### src/dfc_defines.svh
`ifndef DFC_DEFINES_SVH
`define DFC_DEFINES_SVH
`define DFC_ADR_CTRL 8'h00
`define DFC_ADR_HP_HI 8'h04
`define DFC_ADR_HP_LO 8'h08
`define DFC_ADR_STATUS 8'h0c
`define DFC_ADR_DATA 8'h10
`define DFC_CTRL_PATH_LSB 0
`define DFC_CTRL_RATE_LSB 2
`define DFC_CTRL_PHASE_BIT 5
`define DFC_HP_RESET 16'h0337
`define DFC_MOD_DIV 2'h3
`define DFC_RATE_MAX 3'h4
`define DFC_LOG2N_MAX 3'h7
`define DFC_ORDER 5
`define DFC_NORM_BITS 23
`define DFC_FULL_POS 24'h7fffff
`define DFC_FULL_NEG 24'h800001
`define DFC_COEF_SHIFT 3
`define DFC_HP_SHIFT 16
// tap weights, tap 0 newest, nibble per tap, each set sums to eight
`define DFC_W_HALF 16'h1331
`define DFC_W_S3_LIN 16'h2222
`define DFC_W_S3_MIN 16'h1124
`define DFC_W_S4_LIN 16'h1331
`define DFC_W_S4_MIN 16'h0125
`endif

### src/dfc_pkg.sv
package dfc_pkg;
	typedef enum logic [1:0] {
		DFC_PATH_RAW = 2'b00,
		DFC_PATH_SINC = 2'b01,
		DFC_PATH_FIR = 2'b10,
		DFC_PATH_HPF = 2'b11
	} dfc_path_t;
	typedef struct packed {
		logic valid;
		logic [23:0] data;
	} dfc_sample_t;
	typedef struct packed {
		logic ack;
		logic [31:0] rdat;
		dfc_path_t path;
		logic [2:0] rate;
		logic phase;
		logic [7:0] hp_hi;
		logic [7:0] hp_lo;
		logic [1:0] div;
		logic half;
		logic flag;
		logic [4:0][36:0] integ;
		logic [4:0][36:0] comb;
		logic [6:0] dcnt;
		logic [3:0][3:0][23:0] tap;
		logic [3:0][1:0] fcnt;
		logic [23:0] hx;
		logic [23:0] hy;
		dfc_sample_t out;
	} dfc_state_t;
endpackage : dfc_pkg

### src/dfc_filter_chain.sv
// Local design decisions: register access over Wishbone and the address map.
`timescale 1ns/10ps
`default_nettype none
`include "dfc_defines.svh"
module dfc_filter_chain (
	input wire logic clk_i,
	input wire logic rst_i,
	input wire logic wb_cyc_i,
	input wire logic wb_stb_i,
	input wire logic wb_we_i,
	input wire logic [7:0] wb_adr_i,
	input wire logic [3:0] wb_sel_i,
	input wire logic [31:0] wb_dat_i,
	output logic [31:0] wb_dat_o,
	output logic wb_ack_o,
	input wire logic mod_bit_i,
	input wire logic ovr_cmp_i,
	output logic overrange_flag_o,
	output dfc_pkg::dfc_sample_t sample_o
);
	dfc_pkg::dfc_state_t st_r;
	dfc_pkg::dfc_state_t st_nxt;

	// stage weight tables: sub-stages 0,1 fixed, 2,3 follow phase
	function automatic logic [15:0] dfc_weights(input logic [1:0] stg,
		input logic ph);
		logic [15:0] w;
		w = `DFC_W_HALF;
		if (stg == 2'h2) begin
			w = ph ? `DFC_W_S3_MIN : `DFC_W_S3_LIN;
		end else if (stg == 2'h3) begin
			w = ph ? `DFC_W_S4_MIN : `DFC_W_S4_LIN;
		end
		return w;
	endfunction : dfc_weights

	// decimation of each fir sub-stage minus one
	function automatic logic [1:0] dfc_dec_last(input logic [1:0] stg);
		return (stg == 2'h2) ? 2'h3 : 2'h1;
	endfunction : dfc_dec_last

	logic mod_tick;
	logic w_ok;
	logic [2:0] rate_eff;
	logic [2:0] log2n;
	logic [6:0] dec_last;
	logic signed [36:0] x_in;
	logic signed [36:0] cv;
	logic signed [36:0] cd;
	logic signed [63:0] norm;
	logic [23:0] sinc_val;
	logic sinc_v;
	logic [3:0] st_v;
	logic [3:0][23:0] st_d;
	logic [23:0] stg_in;
	logic stg_in_v;
	logic [15:0] wt;
	logic signed [29:0] acc;
	logic signed [24:0] hdiff;
	logic signed [25:0] hsum;
	logic signed [41:0] hprod;
	logic signed [25:0] hnew;
	logic [23:0] hpf_val;
	logic [15:0] hp_coeff;
	integer k;

	assign mod_tick = (st_r.div == `DFC_MOD_DIV);
	assign w_ok = wb_cyc_i & wb_stb_i & ~st_r.ack;
	// codes above the last legal one run at the fastest rate
	assign rate_eff = (st_r.rate > `DFC_RATE_MAX) ? `DFC_RATE_MAX : st_r.rate;
	assign log2n = `DFC_LOG2N_MAX - rate_eff;
	assign dec_last = 7'((8'h80 >> rate_eff) - 8'h01);
	// one spare bit so a full N=128 sum of ones (2^35) stays positive
	assign x_in = mod_bit_i ? 37'sd1 : -37'sd1;
	assign hp_coeff = {st_r.hp_hi, st_r.hp_lo};

	always_comb begin
		st_nxt = st_r;
		cv = '0;
		cd = '0;
		norm = '0;
		sinc_val = '0;
		sinc_v = 1'b0;
		st_v = '0;
		st_d = '0;
		stg_in = '0;
		stg_in_v = 1'b0;
		wt = '0;
		acc = '0;
		hdiff = '0;
		hsum = '0;
		hprod = '0;
		hnew = '0;
		hpf_val = '0;
		st_nxt.out.valid = 1'b0;

		// wishbone slave: one wait state, ack drops the cycle after
		st_nxt.ack = w_ok;
		if (w_ok) begin
			st_nxt.rdat = '0;
			unique case (wb_adr_i)
			`DFC_ADR_CTRL: begin
				st_nxt.rdat[`DFC_CTRL_PHASE_BIT:0] = {st_r.phase,
					st_r.rate, st_r.path};
				if (wb_we_i && wb_sel_i[0]) begin
					st_nxt.path = dfc_pkg::dfc_path_t'(
						wb_dat_i[`DFC_CTRL_PATH_LSB +: 2]);
					st_nxt.rate = wb_dat_i[`DFC_CTRL_RATE_LSB +: 3];
					st_nxt.phase = wb_dat_i[`DFC_CTRL_PHASE_BIT];
				end
			end
			`DFC_ADR_HP_HI: begin
				st_nxt.rdat[7:0] = st_r.hp_hi;
				if (wb_we_i && wb_sel_i[0]) begin
					st_nxt.hp_hi = wb_dat_i[7:0];
				end
			end
			`DFC_ADR_HP_LO: begin
				st_nxt.rdat[7:0] = st_r.hp_lo;
				if (wb_we_i && wb_sel_i[0]) begin
					st_nxt.hp_lo = wb_dat_i[7:0];
				end
			end
			`DFC_ADR_STATUS: st_nxt.rdat[0] = st_r.flag;
			`DFC_ADR_DATA: st_nxt.rdat[23:0] = st_r.out.data;
			default: st_nxt.rdat = '0; // unmapped reads zero, writes drop
			endcase
		end

		// modulator rate divider, free running
		st_nxt.div = 2'(st_r.div + 2'h1);

		// flag refreshes every second modulator tick, so it holds
		// at least one such period once set; a one-tick over-range between refreshes is missed
		if (mod_tick) begin
			st_nxt.half = ~st_r.half;
			if (st_r.half) begin
				st_nxt.flag = ovr_cmp_i;
			end
		end

		// raw path: filters frozen to save power, bit passes straight
		if (st_r.path == dfc_pkg::DFC_PATH_RAW) begin
			if (mod_tick) begin
				st_nxt.out.valid = 1'b1;
				st_nxt.out.data = mod_bit_i ? `DFC_FULL_POS : `DFC_FULL_NEG;
			end
		end else if (mod_tick) begin
			// sinc: five integrators at the modulator rate
			st_nxt.integ[0] = 37'(st_r.integ[0] + x_in);
			for (k = 1; k < `DFC_ORDER; k++) begin
				st_nxt.integ[k] = 37'(st_r.integ[k] + st_nxt.integ[k-1]);
			end
			// five combs at the decimated rate put the notches at
			// the output rate and its multiples
			if (st_r.dcnt >= dec_last) begin
				st_nxt.dcnt = '0;
				cv = st_nxt.integ[`DFC_ORDER-1];
				for (k = 0; k < `DFC_ORDER; k++) begin
					cd = 37'(cv - st_r.comb[k]);
					st_nxt.comb[k] = cv;
					cv = cd;
				end
				// divide by N^5, then scale full scale to 24 bits
				norm = (64'(cv) <<< `DFC_NORM_BITS) >>> (`DFC_ORDER * log2n);
				if (norm > 64'(signed'(`DFC_FULL_POS))) begin
					sinc_val = `DFC_FULL_POS;
				end else if (norm < -64'(signed'(`DFC_FULL_POS))) begin
					sinc_val = `DFC_FULL_NEG;
				end else begin
					sinc_val = norm[23:0];
				end
				sinc_v = 1'b1;
			end else begin
				st_nxt.dcnt = 7'(st_r.dcnt + 7'h01);
			end
		end

		// fir: four chained sub-stages, each a four-tap section
		// decimating on its own counter; only the half and linear sets are symmetric
		for (k = 0; k < 4; k++) begin
			if (k == 0) begin
				stg_in = sinc_val;
				stg_in_v = sinc_v;
			end else begin
				stg_in = st_d[k-1];
				stg_in_v = st_v[k-1];
			end
			if (stg_in_v) begin
				st_nxt.tap[k] = {st_r.tap[k][2:0], stg_in};
				if (st_r.fcnt[k] >= dfc_dec_last(2'(k))) begin
					st_nxt.fcnt[k] = '0;
					wt = dfc_weights(2'(k), st_r.phase);
					acc = '0;
					for (int t = 0; t < 4; t++) begin
						acc = 30'(acc + 30'(signed'(st_nxt.tap[k][t])) *
							30'(signed'({1'b0, wt[4*t +: 4]})));
					end
					st_d[k] = 24'(acc >>> `DFC_COEF_SHIFT);
					st_v[k] = 1'b1;
				end else begin
					st_nxt.fcnt[k] = 2'(st_r.fcnt[k] + 2'h1);
				end
			end
		end

		// first-order iir high-pass: y = a*(y' + x - x'), a = 1 - c/65536
		if (st_v[3]) begin
			hdiff = 25'(signed'(st_d[3])) - 25'(signed'(st_r.hx));
			hsum = 26'(signed'(st_r.hy)) + 26'(hdiff);
			hprod = 42'(hsum) * 42'(signed'({1'b0, hp_coeff}));
			hnew = 26'(hsum - 26'(hprod >>> `DFC_HP_SHIFT));
			if (hnew > 26'(signed'(`DFC_FULL_POS))) begin
				hpf_val = `DFC_FULL_POS;
			end else if (hnew < -26'(signed'(`DFC_FULL_POS))) begin
				hpf_val = `DFC_FULL_NEG;
			end else begin
				hpf_val = hnew[23:0];
			end
			st_nxt.hx = st_d[3];
			st_nxt.hy = hpf_val;
		end

		// output source picked by the path field
		unique case (st_r.path)
		dfc_pkg::DFC_PATH_RAW: ;
		dfc_pkg::DFC_PATH_SINC: begin
			if (sinc_v) begin
				st_nxt.out.valid = 1'b1;
				st_nxt.out.data = sinc_val;
			end
		end
		dfc_pkg::DFC_PATH_FIR: begin
			if (st_v[3]) begin
				st_nxt.out.valid = 1'b1;
				st_nxt.out.data = st_d[3];
			end
		end
		dfc_pkg::DFC_PATH_HPF: begin
			if (st_v[3]) begin
				st_nxt.out.valid = 1'b1;
				st_nxt.out.data = hpf_val;
			end
		end
		endcase
	end

	// single state register; reset clears the filter memory too
	always_ff @(posedge clk_i) begin
		if (rst_i) begin
			st_r <= '0;
			st_r.hp_hi <= 8'(`DFC_HP_RESET >> 8);
			st_r.hp_lo <= 8'(`DFC_HP_RESET);
		end else begin
			st_r <= st_nxt;
		end
	end

	assign wb_ack_o = st_r.ack;
	assign wb_dat_o = st_r.rdat;
	assign overrange_flag_o = st_r.flag;
	assign sample_o = st_r.out;
endmodule : dfc_filter_chain
`default_nettype wire

### config.mk
export PLATFORM = sky130hd
export DESIGN_NAME = dfc_filter_chain
export DESIGN_NICKNAME = d
export VERILOG_FILES = /design/src/dfc_pkg.sv /design/src/dfc_filter_chain.sv
export VERILOG_INCLUDE_DIRS = /design/src /design/src/src
export SDC_FILE = /design/constraint.sdc
export NUM_CORES = 2
export LEC_CHECK = 0
export ABC_AREA = 1
export BUFFER_PORTS_ARGS = -buffer_cell sky130_fd_sc_hd__buf_4
export CAP_MARGIN = 20
export CORE_MARGIN = 4
export CORE_UTILIZATION = 30
export CTS_BUF_LIST = sky130_fd_sc_hd__clkbuf_4 sky130_fd_sc_hd__clkbuf_8
export CTS_CLUSTER_SIZE = 16
export DETAILED_ROUTE_END_ITERATION = 7
export PLACE_DENSITY = 0.5
export REMOVE_ABC_BUFFERS = 1
export SETUP_SLACK_MARGIN = 0.4
export SLEW_MARGIN = 30
export SYNTH_ARGS = -nofsm -noshare
export SYNTH_HDL_FRONTEND = slang
export SYNTH_SLANG_ARGS = --single-unit
### constraint.sdc
create_clock -name clk_i -period 53 [get_ports clk_i]
set_clock_uncertainty 0.05 [all_clocks]
set_input_delay 10.6 -clock clk_i [delete_from_list [all_inputs] [get_ports clk_i]]
set_output_delay 10.6 -clock clk_i [all_outputs]
set_load 0.02 [all_outputs]
======== Word level (Yosys, flattened, before mapping) ========
Index checks and enable logic that the tools add are counted.
storage, ports and cells
  register bits ........................... 797
  input port bits ......................... 51
  output and inout port bits .............. 59
  word-level logic and storage cells ...... 172
operators by class
  equal/unequal tests ..................... 8
  mux-type cells .......................... 50
  add/sub/neg operators ................... 33
  $mul .................................... 14
  bitwise operators ....................... 5
  shift operators ......................... 2
  $lt $le $gt $ge ......................... 10
  reductions and logical operators ........ 9
operators by type and width
  kind                                                             number
  two-way mux 24 bit                                               16
  adder 27 bit                                                     8
  multiplier 24 x 5 -> 27 bit                                      8
  adder 37 bit                                                     5
  subtractor 37 bit                                                5
  two-way mux 25 bit                                               5
  multiplier 24 x 3 -> 27 bit, second input constant               4
  two-way mux 16 bit                                               5
  one-hot mux 25 bit (3 select lines)                              1
  greater-than comparator 64 x 24 -> 1 bit, second input constant  1
  < comparator 64 x 24 -> 1 bit, second input constant             1
  >>> shifter 60 x 6 -> 64 bit                                     1
  adder 24 x 27 -> 27 bit                                          2
  adder 27 x 24 -> 27 bit                                          2
  multiplier 26 x 17 -> 42 bit                                     1
  two-way mux 37 bit                                               1
  adder 24 x 25 -> 26 bit                                          1
  greater-than comparator 26 x 24 -> 1 bit, second input constant  1
  < comparator 26 x 24 -> 1 bit, second input constant             1
  subtractor 26 bit                                                1
  subtractor 24 x 24 -> 25 bit                                     1
  one-hot mux 5 bit (4 select lines)                               1
  == test 8 x 4 -> 1 bit, second input constant                    2
  two-way mux 14 bit                                               1
  other kinds (28)                                                 56

======== Logic depth before layout (Yosys ltp) ========
  depth in word-level cells ............... 49
  gate-level depth with buffers ........... 243
  depth with buffers taken out ............ 241

======== Worst setup path before layout ========
OpenSTA, ideal clock, no wires.
  kind .................................... input -> register
  start point ............................. in mod_bit_i
  end point ............................... reg st_r, in the netlist sample_o[6]
  setup slack ............................. 5627 ps
  cell stages on the path ................. 223
  library setup time ...................... 70 ps
  data arrival time ....................... 47253 ps
  cell sequence ........................... inv_1 -> ha_1 -> a21oi_1 -> nand2_1 -> a21oi_1 -> inv_1 -> a21oi_1 -> xor2_1 -> inv_1 -> ha_1 -> a21oi_1 -> nand2_1 -> xor2_1 -> inv_1 -> ha_1 -> nand2_1 -> o21ai_0 -> xor2_1 -> [187 not listed] -> nand4_1 -> o211ai_1 -> a21o_1 -> a21oi_1 -> o21ai_0 -> nand3_1 -> nand2_1 -> nand2_1 -> a21oi_1 -> nor2_1 -> xor2_1 -> o21bai_1 -> nand2_1 -> clkinv_1 -> o21ai_0 -> o21ai_0 -> o221a_2 -> a21oi_1
RTL lines
  what                  RTL line                 text
  start, declared       dfc_filter_chain.sv:16   input wire logic mod_bit_i,
  end signal, assigned  dfc_filter_chain.sv:255  st_r <= st_nxt;
  end, declared         dfc_filter_chain.sv:21   dfc_pkg::dfc_state_t st_r;

==> results.toml <==
[cts]
cts_buffers = 169
clk-insertion-delay-late_ps = 930
cts-root-buf = "clkbuf_8"
clock_sink_count = 797
tritoncts = "yes"
cts_max_level = 4
cts_hold_buffers = 0
clkSlewWorstSetupHoldPaths_ps = 60
clock_tree.buffer_depth = 4

[synth]
ys_seq_area_share_pct = 18.5
dominantRegCellSynth = "dfxtp_1"
synth_enable_flop_cells = 0
syn-cell-area_um2 = 86500
yosys-top-cells-area = "fa_1 20%, dfxtp_1 18%, ha_1 14%, inv_1 10%, nand2_1 7.9%"
synthesis.yosys.warnings = 0
post-synth-top-area-cell = "fa_1"
synth_top_area_share_pct = 19.7
synth-async-reset-ratio_pct = 0
synthDistinctLibCells = 65
synthesized_instance_count = 11600
avgSynthCellArea_um2 = 7.44
synth_seq_cells = 797

[timing]
finalCriticalPeriod_ps = 49570
setup_repair_after_global_routing_missed_its_margin = "false"
worst-slew-pin-transition_ps = 968
finalHoldViolations = 0
slew_viol_final = 0
slew-limit-headroom_pct = 35.5
finalSetupViolCount = 0
post_route_worst_hold_slack_ps = 387
fmaxAchievable_mhz = 20.2
min_period_over_period_pct = 93.5
finalSetupTns_ps = 0

[die]
dieHeight_um = 545
die-area_um2 = 297000
chipWidth_um = 545
core_um2 = 286000
ioPinCount = 110
placementRows = 196
floorplan.initialDensity_pct = 30.2

[job]
max_cap_check_violation_count = 0

[worst_setup_path]
cp-end-kind = "flop"
timing.critical_path.slowest_cell_delay_ps = 580
crit_top_cell = "nand2_1"
critical_path_arrival_ps = 50280
cp.buffers_inverters = 36
path_max_fanout = 13
criticalPathCategory = "primary input to flop"
crit_family = "adder cells"
required_ps = 53710
worstSetupStartpointType = "primary input"
cp_slowest_cell = "fa_1"

[worst_hold_path]
worstHoldPathType = "flop to flop"

[detailed_routing]
firstDrtPassIters = 6
routed_wirelength_um = 239000
drt.antenna.violating_nets = 0
initialDrtViolationCount = 3931
drc = 0
viasPerCell = 4.54
average_wire_per_cell_in_the_routed_design_um = 14.9
detailroute.via_count = 72900

[layout]
multi_input_comb_area_um2 = 60400
drive_gt1_share_pct = 11.3
post_synthesis_to_final_layout_area_growth_pct = 15.4
nets = 14000
layout.cells.most_common_list = "2402 x inv_1, 1802 x nand2_1, 969 x ha_1, 961 x a21oi_1, 885 x nor2_1"
seq_area_um2 = 16000
fill_cells = 30900
layout.cells.most_common = "inv_1"

[grt]
first_global_vias = 72800
pin_count_of_the_biggest_net_entering_global_routing = 131
grt_antenna_before_repair = 9
grt_pass1_wl_um = 389000
gr_util_all_layers_pct = 16.1
grt_remaining_overflow = 0

[power]
p_leak_nw = 50.4
worst_ir_drop_vdd_uv = 52.6
powerDensity_nw_per_um2 = 36.1

[run_status]
outcome = "finished, final reports clean"

[placement]
io_buffer_count = 74
hpwlAfterDp_um = 188000
routabilityCongestion = 0.886
[cells in the mapped netlist (all sizes together), types with 7 or more instances]
cell type  count
o211ai        43
a211oi        23
nand3        427
a21o          22
nand4         37
inv         2415
or2           58
o22ai        109
o21bai        33
buf          104
o21ai        912
dfxtp        797
and2           7
clkinv        24
nor2         912
o21a          15
xor2         302
fa           850
o221ai        15
a21oi       1010
nand3b         7
a31oi         52
clkbuf       339
xnor2        170
ha           984
a221oi         7
nor3          41
nor4          13
nand2       1846
[final timing paths]
kind / start / endpoint / slack [ps] / depth (start not counted)
worst min register to register: st_r[844] / st_r[844] / 390 / 1
worst max-delay path: mod_bit_i / sample_o[1] / 3430 / 219
worst min-delay path: st_r[844] / st_r[844] / 390 / 1
worst max register to register: st_r[657] / sample_o[1] / 13170 / 215
[metal layers]
metal | GRT usage [%] | wire length [um] | vias to the layer above
met2 | 27.1 | 110000 | 1002
met3 | 1.75 | 8710 | 307
li1 | - | - | 37500
met5 | 0 | 0 | -
met4 | 4.29 | 6840 | 0
met1 | 22.0 | 113000 | 34000
[sequential cells by signal, summed over array words and instances, names as in the netlist]
signal and flops:
sample_o 25, overrange_flag_o 1, hp_coeff 16, st_r 730, wb_ack_o 1, wb_dat_o 24
[cell families after synthesis]
group	count (synthesis)	share of synthesized area (%)
AND/OR/NAND/NOR	3361	15.9
AO/OA/AOI/OAI	2270	14.1
multiplexers	3	0.0347
XOR/XNOR	472	4.78
flip-flops	797	18.5
other	2	0.00869
buffers and inverters	2882	12.8
adder cells (fa/ha/maj)	1834	33.9
[power by group]
part / switching, W / total [W] / internal, W
sequential: 0.00000201 / 0.000603 / 0.000601
clock: 0.000313 / 0.000748 / 0.000436
combinational: 0.00148 / 0.00226 / 0.000779
total: 0.00179 / 0.00361 / 0.00182
[layout make-up]
cell class                      instances  area share, %
Antenna cell                            3        0.00752
Clock buffer                          264           3.33
Clock inverter                         29          0.370
Inverter                             2439           9.19
Multi-Input combinational cell       7974           60.5
Sequential cell                       797           16.0
Tap cell                             3762           4.72
Timing Repair Buffer                  773           5.88
[per-stage QoR]
step	util [%]	instances	power [W]	worst slack, ps	instance area [um^2]
6_report	34.9	16000	0.00361	3430	99800
5_1_grt	34.9	16000	0.00396	327	99800
4_1_cts	34.5	16000	0.00360	1540	98700
3_5_place_dp	33.2	15700	0.00282	759	95000
3_3_place_gp	33.2	15700	0.00283	774	95000
2_1_floorplan	-	11200	0.00221	4730	84700
[repair_timing]
item / in CTS / in global routing
setup buffers: 0 / 35
gates resized for setup: 0 / 242
setup endpoints to repair: 0 / 48
hold endpoints to repair: 0 / 0
Note: power is estimated with default switching activity, not from simulation.
